File: config.mk
export PLATFORM = sky130hd
export DESIGN_NAME = adsr_bank
export DESIGN_NICKNAME = d
export VERILOG_FILES = /design/src/adsr_sync.v /design/src/adsr_bank.v
export VERILOG_INCLUDE_DIRS = /design/src
export SDC_FILE = /design/constraint.sdc
export NUM_CORES = 1
export LEC_CHECK = 0
export BUFFER_PORTS_ARGS = -buffer_cell sky130_fd_sc_hd__buf_2
export CAP_MARGIN = 10
export CORE_MARGIN = 8
export CORE_UTILIZATION = 40
export DETAILED_ROUTE_END_ITERATION = 8
export SLEW_MARGIN = 15
export SYNTH_ARGS = -nofsm -noshare
export SYNTH_HDL_FRONTEND = slang
export SYNTH_SLANG_ARGS = --single-unit
File: constraint.sdc
create_clock -name clk -period 1.8 [get_ports clk]
set_input_delay 0.09 -clock clk [delete_from_list [all_inputs] [get_ports clk]]
set_output_delay 0.09 -clock clk [all_outputs]
set_load 0.01 [all_outputs]
File: src/adsr_consts.vh
// constants for the adc state register bank: addresses, fields, defaults
// assumes inclusion by the register bank and its self-checking bench
`ifndef ADSR_CONSTS_VH
`define ADSR_CONSTS_VH

// register addresses
`define ADSR_ADDR_STATE 8'h00
`define ADSR_ADDR_APIGEN 8'h02
`define ADSR_ADDR_CFGLO 8'h06
`define ADSR_ADDR_CFGHI 8'h07
`define ADSR_ADDR_OPTION 8'h08
`define ADSR_ADDR_PAUSE 8'h09
`define ADSR_ADDR_EDGE 8'h0A
`define ADSR_ADDR_OUTLAST 8'h04

// reset values
`define ADSR_RST_CFGLO 8'hB6
`define ADSR_RST_CFGHI 8'h08
`define ADSR_RST_OPTION 8'h00
`define ADSR_RST_PAUSE 8'h20
`define ADSR_RST_EDGE 8'h01
`define ADSR_RD_WO 8'h00

// state_control fields
`define ADSR_SC_START 7
`define ADSR_SC_PD 6
`define ADSR_SC_FIELD_HI 2
`define ADSR_SC_FIELD_LO 0
`define ADSR_FIELD_CONFIG 3'h2
`define ADSR_FIELD_MEAS 3'h3

// measurement mode field in config_high
`define ADSR_MODE_HI 4
`define ADSR_MODE_LO 3
`define ADSR_MODE_FREE 2'h0
`define ADSR_MODE_CMD 2'h1
`define ADSR_MODE_EXTSTART 2'h2
`define ADSR_MODE_EXTWIN 2'h3

// serial slave address, upper five bits; lower two come from pins
`define ADSR_SLAVE_HI 5'h1D

`endif

File: src/adsr_sync.v
// two flip-flop synchroniser for signals from outside the clock domain
// assumes a single clock clk and synchronous active-low reset nrst
`default_nettype none

module adsr_sync #(
  parameter WIDTH = 1,
  parameter [WIDTH-1:0] RST_VAL = {WIDTH{1'b1}}
) (
  // clock and reset
  input wire clk,
  input wire nrst,
  // asynchronous in, synchronised out
  input wire [WIDTH-1:0] async_in,
  output wire [WIDTH-1:0] sync_out
);

  reg [WIDTH-1:0] meta_q;
  reg [WIDTH-1:0] sync_q;

  // first stage feeds only the second stage
  always @(posedge clk) begin
    if (!nrst) begin
      meta_q <= RST_VAL;
      sync_q <= RST_VAL;
    end else begin
      meta_q <= async_in;
      sync_q <= meta_q;
    end
  end

  assign sync_out = sync_q;

endmodule // adsr_sync

`default_nettype wire

File: src/adsr_bank.v
// adc state register bank: two-wire serial slave, control registers, state machine
// assumes clk at 250 MHz, serial clock far slower, converter logic on clk
//
// Functional notes
// - after reset, configuration state with every control register at default.
// - measurement starts per mode; ready rises at conversion end, not in window mode.
// - writing field 010 returns to configuration and restores register defaults.
// - start bit one begins conversion in free running or command mode.
// - in measurement, field 000 acts as start without changing state.
// - every control register is eight bits, accessed one byte at a time.
// - state_control is write only; reading it returns 00.
// - state_control accepts writes in both states.
// - field 010 configuration, 011 measurement; other codes and bits 5..3 reserved.
// - configuration state allows full bank access and no measurement.
// - measurement only in measurement state; other registers locked then.
// - start bit looked at only in measurement, free running or command mode.
// - power down acts in both states; in measurement only between conversions.
// - reset: start 0, power down on, configuration; return restores start and field.
// - api_generation holds family code high nibble, revision low nibble.
// - mode 00 free running, 01 command, 10 external start, 11 external window.
// - first written byte sets pointer; each data byte stored there, pointer plus one.
`default_nettype none
`include "adsr_consts.vh"

module adsr_bank #(
  // arbitrary identification values
  parameter [3:0] DEVICE_FAMILY_CODE = 4'h5,
  parameter [3:0] REGISTER_SET_REVISION = 4'h1
) (
  // clock and reset
  input wire clk,
  input wire nrst,
  // serial bus pins, data is open drain
  input wire scl_i,
  input wire sda_i,
  output wire sda_o,
  output wire sda_oe,
  // slave address straps
  input wire addr_pin1,
  input wire addr_pin0,
  // converter side
  input wire conv_done,
  input wire conv_busy,
  input wire [7:0] meas_rd_data,
  output wire [7:0] meas_rd_addr,
  output wire conv_start,
  output wire meas_state,
  output wire power_down,
  output wire ready,
  // configuration out
  output wire [7:0] config_low,
  output wire [7:0] config_high,
  output wire [7:0] option_settings,
  output wire [7:0] pause_settings,
  output wire [7:0] edge_settings,
  output wire [1:0] meas_mode
);

  // engine states
  localparam [2:0] ST_IDLE = 3'h0;
  localparam [2:0] ST_RX = 3'h1;
  localparam [2:0] ST_ACK = 3'h2;
  localparam [2:0] ST_TX = 3'h3;
  localparam [2:0] ST_RACK = 3'h4;
  // role of the byte being received
  localparam [1:0] BY_SLAVE = 2'h0;
  localparam [1:0] BY_PTR = 2'h1;
  localparam [1:0] BY_DATA = 2'h2;

  wire scl_s;
  wire sda_s;
  wire [1:0] addr_s;
  reg scl_p_q;
  reg sda_p_q;
  reg [2:0] st_q;
  reg [1:0] by_q;
  reg [3:0] cnt_q;
  reg [7:0] sh_q;
  reg [7:0] tx_q;
  reg [7:0] ptr_q;
  reg rw_q;
  reg oe_q;
  reg wr_q;
  reg [7:0] wr_addr_q;
  reg [7:0] wr_data_q;
  reg meas_q;
  reg pd_q;
  reg start_q;
  reg ready_q;
  reg [7:0] cfg_lo_q;
  reg [7:0] cfg_hi_q;
  reg [7:0] opt_q;
  reg [7:0] pause_q;
  reg [7:0] edge_q;
  reg [7:0] rd_data;

  // serial pins and straps cross into clk through two flops
  adsr_sync #(.WIDTH(2), .RST_VAL(2'h3)) u_sync_bus (
    .clk(clk),
    .nrst(nrst),
    .async_in({scl_i, sda_i}),
    .sync_out({scl_s, sda_s})
  );

  adsr_sync #(.WIDTH(2), .RST_VAL(2'h0)) u_sync_strap (
    .clk(clk),
    .nrst(nrst),
    .async_in({addr_pin1, addr_pin0}),
    .sync_out(addr_s)
  );

  // edge detection on synchronised copies only
  always @(posedge clk) begin
    if (!nrst) begin
      scl_p_q <= 1'b1;
      sda_p_q <= 1'b1;
    end else begin
      scl_p_q <= scl_s;
      sda_p_q <= sda_s;
    end
  end

  wire scl_rise = scl_s & ~scl_p_q;
  wire scl_fall = ~scl_s & scl_p_q;
  wire bus_start = scl_s & scl_p_q & ~sda_s & sda_p_q;
  wire bus_stop = scl_s & scl_p_q & sda_s & ~sda_p_q;
  wire addr_hit = (sh_q[7:1] == {`ADSR_SLAVE_HI, addr_s});

  // read mux: config view versus measurement view of the address space
  always @* begin
    rd_data = 8'h00;
    if (meas_q) begin
      if (ptr_q <= `ADSR_ADDR_OUTLAST)
        rd_data = meas_rd_data;
    end else begin
      case (ptr_q)
        `ADSR_ADDR_STATE: rd_data = `ADSR_RD_WO;
        `ADSR_ADDR_APIGEN: rd_data = {DEVICE_FAMILY_CODE, REGISTER_SET_REVISION};
        `ADSR_ADDR_CFGLO: rd_data = cfg_lo_q;
        `ADSR_ADDR_CFGHI: rd_data = cfg_hi_q;
        `ADSR_ADDR_OPTION: rd_data = opt_q;
        `ADSR_ADDR_PAUSE: rd_data = pause_q;
        `ADSR_ADDR_EDGE: rd_data = edge_q;
        default: rd_data = 8'h00;
      endcase
    end
  end

  // byte engine: edges of scl drive every step, start and stop override
  always @(posedge clk) begin
    if (!nrst) begin
      st_q <= ST_IDLE;
      by_q <= BY_SLAVE;
      cnt_q <= 4'h0;
      sh_q <= 8'h00;
      tx_q <= 8'h00;
      ptr_q <= 8'h00;
      rw_q <= 1'b0;
      oe_q <= 1'b0;
      wr_q <= 1'b0;
      wr_addr_q <= 8'h00;
      wr_data_q <= 8'h00;
    end else begin
      wr_q <= 1'b0;
      if (bus_start) begin
        st_q <= ST_RX;
        by_q <= BY_SLAVE;
        cnt_q <= 4'h0;
        oe_q <= 1'b0;
      end else if (bus_stop) begin
        st_q <= ST_IDLE;
        oe_q <= 1'b0;
      end else begin
        case (st_q)
          ST_RX: begin
            if (scl_rise) begin
              sh_q <= {sh_q[6:0], sda_s};
              cnt_q <= cnt_q + 4'h1;
            end else if (scl_fall && cnt_q == 4'h8) begin
              cnt_q <= 4'h0;
              if (by_q == BY_SLAVE) begin
                if (addr_hit) begin
                  rw_q <= sh_q[0];
                  oe_q <= 1'b1;
                  st_q <= ST_ACK;
                end else begin
                  st_q <= ST_IDLE;
                end
              end else if (by_q == BY_PTR) begin
                ptr_q <= sh_q;
                by_q <= BY_DATA;
                oe_q <= 1'b1;
                st_q <= ST_ACK;
              end else begin
                wr_q <= 1'b1;
                wr_addr_q <= ptr_q;
                wr_data_q <= sh_q;
                ptr_q <= ptr_q + 8'h01;
                oe_q <= 1'b1;
                st_q <= ST_ACK;
              end
            end
          end
          ST_ACK: begin
            if (scl_fall) begin
              if (rw_q && by_q == BY_SLAVE) begin
                // first read byte goes out right after the address ack
                tx_q <= {rd_data[6:0], 1'b0};
                oe_q <= ~rd_data[7];
                ptr_q <= ptr_q + 8'h01;
                cnt_q <= 4'h0;
                st_q <= ST_TX;
              end else begin
                oe_q <= 1'b0;
                if (by_q == BY_SLAVE)
                  by_q <= BY_PTR;
                st_q <= ST_RX;
              end
            end
          end
          ST_TX: begin
            if (scl_rise) begin
              cnt_q <= cnt_q + 4'h1;
            end else if (scl_fall) begin
              if (cnt_q == 4'h8) begin
                oe_q <= 1'b0;
                st_q <= ST_RACK;
              end else begin
                oe_q <= ~tx_q[7];
                tx_q <= {tx_q[6:0], 1'b0};
              end
            end
          end
          ST_RACK: begin
            if (scl_rise) begin
              rw_q <= ~sda_s; // remember master ack
            end else if (scl_fall) begin
              if (rw_q) begin
                tx_q <= {rd_data[6:0], 1'b0};
                oe_q <= ~rd_data[7];
                ptr_q <= ptr_q + 8'h01;
                cnt_q <= 4'h0;
                st_q <= ST_TX;
              end else begin
                st_q <= ST_IDLE;
              end
            end
          end
          default: begin
            oe_q <= 1'b0;
            st_q <= ST_IDLE;
          end
        endcase
      end
    end
  end

  // decode of a state_control write
  wire [2:0] wr_field = wr_data_q[`ADSR_SC_FIELD_HI:`ADSR_SC_FIELD_LO];
  wire sc_wr = wr_q && (wr_addr_q == `ADSR_ADDR_STATE);
  wire go_meas = sc_wr && (wr_field == `ADSR_FIELD_MEAS);
  wire go_cfg = sc_wr && (wr_field == `ADSR_FIELD_CONFIG);
  wire keep_meas = sc_wr && meas_q && (wr_field[1:0] == 2'h0) && !wr_field[2];
  wire meas_next = go_meas | (meas_q & ~go_cfg);
  wire start_mode = (cfg_hi_q[`ADSR_MODE_HI:`ADSR_MODE_LO] == `ADSR_MODE_FREE) ||
                    (cfg_hi_q[`ADSR_MODE_HI:`ADSR_MODE_LO] == `ADSR_MODE_CMD);
  wire cfg_wr = wr_q && !meas_q;

  // state, start and power down; start cleared on return to configuration, power down as written
  always @(posedge clk) begin
    if (!nrst) begin
      meas_q <= 1'b0;
      start_q <= 1'b0;
      pd_q <= 1'b1;
    end else if (sc_wr) begin
      pd_q <= wr_data_q[`ADSR_SC_PD];
      if (go_cfg && meas_q) begin
        meas_q <= meas_next;
        start_q <= 1'b0;
      end else if (go_meas || keep_meas) begin
        meas_q <= 1'b1;
        start_q <= wr_data_q[`ADSR_SC_START];
      end
    end else begin
      start_q <= 1'b0;
    end
  end

  // start pulse only in measurement and only in free running or command mode
  assign conv_start = start_q & meas_q & start_mode;

  // control registers: writable only in configuration, defaults on return
  always @(posedge clk) begin
    if (!nrst || (go_cfg && meas_q)) begin
      cfg_lo_q <= `ADSR_RST_CFGLO;
      cfg_hi_q <= `ADSR_RST_CFGHI;
      opt_q <= `ADSR_RST_OPTION;
      pause_q <= `ADSR_RST_PAUSE;
      edge_q <= `ADSR_RST_EDGE;
    end else if (cfg_wr) begin
      case (wr_addr_q)
        `ADSR_ADDR_CFGLO: cfg_lo_q <= wr_data_q;
        `ADSR_ADDR_CFGHI: cfg_hi_q <= wr_data_q;
        `ADSR_ADDR_OPTION: opt_q <= wr_data_q;
        `ADSR_ADDR_PAUSE: pause_q <= wr_data_q;
        `ADSR_ADDR_EDGE: edge_q <= wr_data_q;
        default: opt_q <= opt_q;
      endcase
    end
  end

  // ready rises on each finished conversion in measurement except in window mode or when a start pulse comes in the same cycle
  always @(posedge clk) begin
    if (!nrst) begin
      ready_q <= 1'b0;
    end else if (!meas_q || conv_start) begin
      ready_q <= 1'b0;
    end else if (conv_done &&
                 cfg_hi_q[`ADSR_MODE_HI:`ADSR_MODE_LO] != `ADSR_MODE_EXTWIN) begin
      ready_q <= 1'b1;
    end
  end

  // outputs
  assign sda_o = 1'b0;
  assign sda_oe = oe_q;
  assign meas_rd_addr = ptr_q;
  assign meas_state = meas_q;
  // power down waits for the pause between conversions while measuring
  assign power_down = pd_q & (~meas_q | ~conv_busy);
  assign ready = ready_q;
  assign config_low = cfg_lo_q;
  assign config_high = cfg_hi_q;
  assign option_settings = opt_q;
  assign pause_settings = pause_q;
  assign edge_settings = edge_q;
  assign meas_mode = cfg_hi_q[`ADSR_MODE_HI:`ADSR_MODE_LO];

  // limitation: measurement reads do not wrap the pointer back to 00 after
  // the last output byte; a longer burst returns zeros instead

endmodule // adsr_bank

`default_nettype wire

### Yosys cells after proc, flatten, opt, wreduce, memory -nomap -nowiden

Cells that the tools add are included.

| word-level totals | value |
|---|---|
| register bits | 106 |
| input bits | 16 |
| output and inout port bits | 56 |
| word-level logic and storage cells | 237 |

| cells by class | value |
|---|---|
| add/sub/neg operators | 2 |
| order comparisons | 1 |
| eq/ne operators | 51 |
| mux-type cells | 76 |
| bitwise gates (word level) | 31 |
| reduce and logical (&&, ||, !) cells | 49 |

Operators with widths:

| kind | count |
|---|---|
| $mux W8 | 19 |
| $eq A8 B4 Y1 const B | 6 |
| $pmux W8 S3 | 2 |
| $pmux W8 S6 | 1 |
| $ne A2 B2 Y1 const B | 20 |
| $eq A8 B3 Y1 const B | 4 |
| $mux W4 | 8 |
| $ne A4 B4 Y1 const B | 8 |
| $mux W3 | 9 |
| $reduce_and A9 Y1 | 3 |
| $reduce_and A8 Y1 | 3 |
| $mux W1 | 22 |
| $reduce_and A11 Y1 | 2 |
| $mux W2 | 10 |
| $not A1 Y1 | 18 |
| $pmux W4 S4 | 1 |
| $eq A3 B2 Y1 const B | 4 |
| $pmux W3 S4 | 1 |
| $reduce_and A2 Y1 | 6 |
| $and A1 B1 Y1 | 11 |
| $logic_and A1 B1 Y1 | 11 |
| $add A8 B1 Y8 const B | 1 |
| $eq A8 B2 Y1 const B | 1 |
| $le A8 B3 Y1 const B | 1 |
| 23 further kinds | 38 |

### Longest topological paths before layout

| depth | value |
|---|---|
| depth in word-level cells | 8 |
| mapped depth | 8 |
| depth with buffers taken out | 7 |

### Modules after synthesis

A second synthesis with hierarchy kept.

| unflattened totals | value |
|---|---|
| cell total of the unflattened synthesis | 612 |
| area total of the unflattened synthesis | 5127.4 µm² |

Modules (own cells, without submodules):

| module | times used | cells an instance | area each (µm²) | seq. area each (µm²) |
|---|---|---|---|---|
| adsr_bank | 1 | 596 | 4917.2 | 1941.9 |
| adsr_sync | 2 | 8 | 105.1 | 80.1 |

### Worst setup path before layout

Ideal clock, no wire load.

| path | value |
|---|---|
| kind | flip-flop to flip-flop |
| start point | register ptr_q[0], in the netlist meas_rd_addr[0] |
| end point | register oe_q, in the netlist sda_oe |
| setup time | 0.074 ns |
| arrival time | 1.917 ns |
| required time | 1.726 ns |
| setup slack | -0.191 ns |
| cell stages (with the launch flop) | 9 |
| cells stage by stage | dfxtp_1 > inv_1 > ha_1 > buf_2 > nand2b_1 > nor4b_2 > a2111o_1 > a211o_1 > o21ai_0 |

| on the way | value |
|---|---|
| longest elaborated chain between the ends | 8 |

RTL lines:

| what | line | source |
|---|---|---|
| start: declaration | adsr_bank.v:80 | `reg [7:0] ptr_q;` |
| start signal: assignment | adsr_bank.v:190 | `ptr_q <= sh_q;` |
| start signal: assignment | adsr_bank.v:198 | `ptr_q <= ptr_q + 8'h01;` |
| start signal: assignment | adsr_bank.v:210 | `ptr_q <= ptr_q + 8'h01;` |
| $le A8 B3 Y1 (no line), or another cell as far along | -- |  |
| $mux W8 / $pmux W8 S6 (equally long branches) | adsr_bank.v:133, adsr_bank.v:136 |  |
| $mux W8 * | adsr_bank.v:132 | `if (meas_q) begin` |
| $not A1 Y1 * | adsr_bank.v:209, adsr_bank.v:240 |  |
| $mux W1 | adsr_bank.v:238 | `if (rw_q) begin` |
| $mux W1 | adsr_bank.v:237 | `end else if (scl_fall) begin` |
| $mux W1 | adsr_bank.v:235 | `if (scl_rise) begin` |
| $pmux W1 S4 * | adsr_bank.v:174 | `case (st_q)` |
| end signal: assignment | adsr_bank.v:209 | `oe_q <= ~rd_data[7];` |
| end signal: assignment | adsr_bank.v:229 | `oe_q <= ~tx_q[7];` |
| end signal: assignment | adsr_bank.v:240 | `oe_q <= ~rd_data[7];` |
| end: declaration | adsr_bank.v:82 | `reg oe_q;` |

Every way passes the cells marked *; elsewhere a longest branch is shown, timed or not. The select of a mux whose other input is x is not followed.
A chain may end at the register's enable or synchronous reset.

### Final worst setup path

| path | value |
|---|---|
| start point | register ptr_q[7], in the netlist meas_rd_addr[7] |
| end point | register tx_q[4] |

| on the way | value |
|---|---|
| longest elaborated chain between the ends | 7 |

RTL lines:

| what | line | source |
|---|---|---|
| $le A8 B3 Y1 (no line), or another cell as far along | -- |  |
| $mux W8 / $pmux W8 S6 (equally long branches) | adsr_bank.v:133, adsr_bank.v:136 |  |
| $mux W8 * | adsr_bank.v:132 |  |
| $mux W8 | adsr_bank.v:238 |  |
| $mux W8 | adsr_bank.v:237 |  |
| $mux W8 | adsr_bank.v:235 |  |
| $pmux W8 S3 * | adsr_bank.v:174 |  |
| end signal: assignment | adsr_bank.v:208 | `tx_q <= {rd_data[6:0], 1'b0};` |
| end signal: assignment | adsr_bank.v:230 | `tx_q <= {tx_q[6:0], 1'b0};` |
| end signal: assignment | adsr_bank.v:239 | `tx_q <= {rd_data[6:0], 1'b0};` |
| end: declaration | adsr_bank.v:79 | `reg [7:0] tx_q;` |

Marks and branches as above.

==> results.py <==
metrics = {
    "detailed_routing": {
        "wl_per_cell_um": 17.7,
        "ant_nets": 0,
        "routed_wl_mm": 16.3,
        "vias_per_cell": 5.49,
        "drt_iter0_markers": 399,
        "first_pass_iters": 4,
        "drc": 0,
        "dr_total_vias": 5042,
    },
    "sta": {
        "hold_ws_ns": 0.0636,
        "setup_viol": 19,
        "timing.final.crit_share_pct": 105,
        "max_freq_mhz": 531,
        "relSlewSlack_pct": 63.2,
        "slew_violations": 0,
        "layout_setup_ws_ns": -0.0847,
        "layout_min_cycle_time_ns": 1.88,
        "hold_viol": 0,
        "finClkSkew_ns": 0.0103,
        "rsz0062_at_grt": "true",
        "tightest_slew_ns": 0.546,
        "setup_tns_ns": -0.723,
    },
    "critical_path": {
        "r2r-start": "meas_rd_addr[7]$_SDFFE_PN0P_",
        "start_kind": "flip-flop",
        "r2r_slack_ns": -0.08,
        "cp_max_fo": 4,
        "worstPathCellList": "or4_4 > or4b_4 > o2bb2ai_2 > mux2i_1 > o2bb2ai_1",
        "required_ns": 2.09,
        "critical_path_arrival_ns": 2.18,
        "slowest_delay_ns": 0.60,
        "endpoint_kind": "flip-flop",
        "crit_path_top_delay_cell": "or4_4",
        "r2r-end": "tx_q[4]$_SDFFE_PN0P_",
        "reg2reg_depth": 5,
        "criticalPathCategory": "reg2reg",
    },
    "yosys": {
        "synth_warnings": 0,
        "synthArstFlopShare_pct": 0,
        "synth_seq_cells": 105,
        "yosysSeqAreaShare_pct": 41.3,
        "syn_area_per_cell_um2": 8.70,
        "synth_nets": 607,
        "synth_cell_types": 66,
        "synth_area_um2": 5090,
        "synth_cells": 585,
        "synth-edff-count": 0,
        "ys.flop_type": "dfxtp_1",
    },
    "placement": {
        "post-dp-hpwl_mm": 11.9,
        "portBuffers": 70,
        "pre_cts_slack_ns": -0.185,
        "place.gp.congestion": 0.884,
    },
    "grt": {
        "grt_usage_pct": 19.5,
        "grt_pass1_wl_mm": 25.5,
        "grt_busiest_layer": "met2",
        "gr-usage-met1_pct": 25.4,
        "grt_use_met2_pct": 31.9,
        "use_met3_pct": 3.19,
        "grt_overflow_total": 0,
        "grt_antenna_before_repair": 0,
        "grt_max_degree": 38,
        "grt_pass1_vias": 4909,
    },
    "worst_hold_path": {
        "hold_path_startpoint": "meas_rd_data[5]",
        "min_path_type": "in2reg",
        "hold_depth": 3,
        "whs_endpoint": "tx_q[6]$_SDFFE_PN0P_",
    },
    "cells_and_area": {
        "layout-drive-gt1-share_pct": 38.7,
        "nets": 764,
        "nFillCells": 1124,
        "n_antenna_cell": 0,
        "area_growth_pct": 42.2,
    },
    "outcome": {
        "violations": "negative setup slack",
        "status": "finished with violations",
    },
    "cts": {
        "cts_tree": "built",
        "clk_pin_slew_worst_paths_ns": 0.07,
        "ctsRootBufferMaster": "clkbuf_16",
        "cts_buffers": 9,
        "cts.path.max_buffers": 2,
        "cts_sinks": 105,
        "worstSkewPairLatency_ns": 0.36,
        "htree_levels": 3,
    },
    "power_and_ir_drop": {
        "power_leakage_uw": 0.00317,
        "power_density_nw_per_um2": 631,
        "ir_drop_uv": 455,
    },
    "floorplanning": {
        "core_area_um2": 12500,
        "die_w_um": 129,
        "start_util_pct": 40.7,
        "die_area_um2": 16600,
        "pin_count": 72,
        "die_y_um": 129,
        "rows": 41,
    },
    "job": {
        "drv_cap": 0,
    },
}
==> sequential cells by signal (all words and copies together) (netlist names), 3 cells and up <==
register / count
wr_addr_q: 8
wr_data_q: 8
config_high: 8
st_q: 3
sh_q: 8
cnt_q: 4
pause_settings: 8
edge_settings: 8
meas_rd_addr: 8
config_low: 8
tx_q: 7
option_settings: 8
==> power breakdown <==
group	switching (uW)	leakage [uW]	internal, uW
clock network	939	0.000149	1100
registers	9.26	0.000853	2330
logic	106	0.00217	82.2
total	1050	0.00317	3510
==> worst max-delay path by stage <==
stage / start / end / slack [ns] / cells past startpoint
floorplan: meas_rd_addr[0]$_SDFFE_PN0P_ / sda_oe$_SDFFE_PP0P_ / -0.09 / 8
global placement: st_q[1]$_SDFFE_PP0P_ / tx_q[4]$_SDFFE_PN0P_ / -0.14 / 8
detailed placement: meas_rd_addr[0]$_SDFFE_PN0P_ / tx_q[6]$_SDFFE_PN0P_ / -0.19 / 7
CTS: cnt_q[0]$_SDFFE_PP0P_ / meas_rd_addr[0]$_SDFFE_PN0P_ / -0.1 / 7
global route: meas_rd_addr[7]$_SDFFE_PN0P_ / tx_q[3]$_SDFFE_PN0P_ / -0.16 / 6
finish: meas_rd_addr[7]$_SDFFE_PN0P_ / tx_q[4]$_SDFFE_PN0P_ / -0.08 / 5
==> cell usage after synthesis, types with 3 or more instances <==
| cell | count | area, um^2 |
|---|---|---|
| a211oi_1 | 6 | 45.0 |
| a21boi_0 | 3 | 22.5 |
| a21oi_1 | 41 | 205 |
| a222oi_1 | 6 | 60.1 |
| a22oi_1 | 6 | 45.0 |
| a2bb2oi_1 | 3 | 26.3 |
| and2_1 | 5 | 31.3 |
| buf_2 | 9 | 45.0 |
| buf_4 | 3 | 22.5 |
| clkbuf_1 | 26 | 97.6 |
| dfxtp_1 | 105 | 2100 |
| ha_1 | 6 | 75.1 |
| inv_1 | 12 | 45.0 |
| mux2i_1 | 57 | 571 |
| nand2_1 | 51 | 191 |
| nand2b_1 | 20 | 125 |
| nand3_1 | 24 | 120 |
| nand3b_1 | 4 | 30.0 |
| nor2_1 | 79 | 297 |
| nor2b_1 | 6 | 37.5 |
| nor3_1 | 9 | 45.0 |
| o211ai_1 | 5 | 37.5 |
| o21a_1 | 4 | 30.0 |
| o21ai_0 | 11 | 55.1 |
| o22ai_1 | 6 | 37.5 |
| o2bb2ai_1 | 7 | 61.3 |
| o32ai_1 | 8 | 70.1 |
| or2_2 | 4 | 25.0 |
| or3_1 | 3 | 18.8 |
| xor2_1 | 3 | 26.3 |
==> metal layers <==
metal / vias to the layer above / part of all wire [%] / wire length (um)
met1: 2480 / 46 / 7500
met5: - / 0 / 0
li1: 2413 / - / -
met2: 133 / 47 / 7700
met4: 0 / 1.4 / 221
met3: 16 / 5.3 / 864
==> worst max-delay path, delay by kind of cell, from the launching register on <==
kind | cells | cell delay, ns
AO/OA/AOI/OAI | 2 | 0.26
flip-flops | 1 | 0.32
multiplexers | 1 | 0.09
AND/OR/NAND/NOR | 2 | 1.15
==> cell families after synthesis <==
group                      after synthesis  share of synthesized area [%]
xor gates and xnor gates                 5                          0.861
and+or+nand+nor                        233                           23.4
DFF                                    105                           41.3
AOI/OAI and AO/OA                      126                           17.1
muxes                                   58                           11.4
other                                    1                         0.0737
adders and majority gates                6                           1.48
buffers and inverters                   51                           4.35
==> placed cells by master, fill, tap and decap left out, types with 6 or more instances in the layout <==
cell,netlist,final
buf_4,3,95
dfxtp_1,105,93
nor2_1,79,75
buf_2,9,70
mux2i_1,57,57
nand2_1,51,49
a21oi_1,41,32
nand3_1,24,22
nand2b_1,20,20
buf_6,1,10
clkbuf_16,0,9
dfxtp_2,0,9
a21oi_2,0,8
inv_1,12,7
o21ai_0,11,6
a222oi_1,6,6
o22ai_1,6,6
==> per-stage QoR <==
step	util [%]	instances	instance area, um^2	power (uW)
global route	57.8	919	7240	4720
CTS	55.6	916	6970	4600
detailed placement	50.8	891	6360	2560
finish	57.8	919	7240	4560
floorplan	-	585	5180	2480
global placement	50.8	891	6360	2560
==> what timing repair did <==
action / in CTS / in global routing
setup buffers: 5 / 2
setup endpoints to repair: 45 / 76
pin swaps: 25 / 24
hold buffers: 5 / 0
gates cloned: 0 / 1
endpoints found under the hold margin: 5 / 0
gates resized for setup: 47 / 59
==> final cells by class <==
type / instances / area (um^2) / area share (%)
Timing Repair Buffer: 185 / 1320 / 18.3
Clock buffer: 10 / 229 / 3.16
Sequential cell: 105 / 2120 / 29.4
Tap cell: 172 / 215 / 2.97
Clock inverter: 6 / 72.6 / 1.00
Multi-Input combinational cell: 429 / 3230 / 44.6
Inverter: 12 / 45.0 / 0.622
Power figures use the tool's default switching activity.
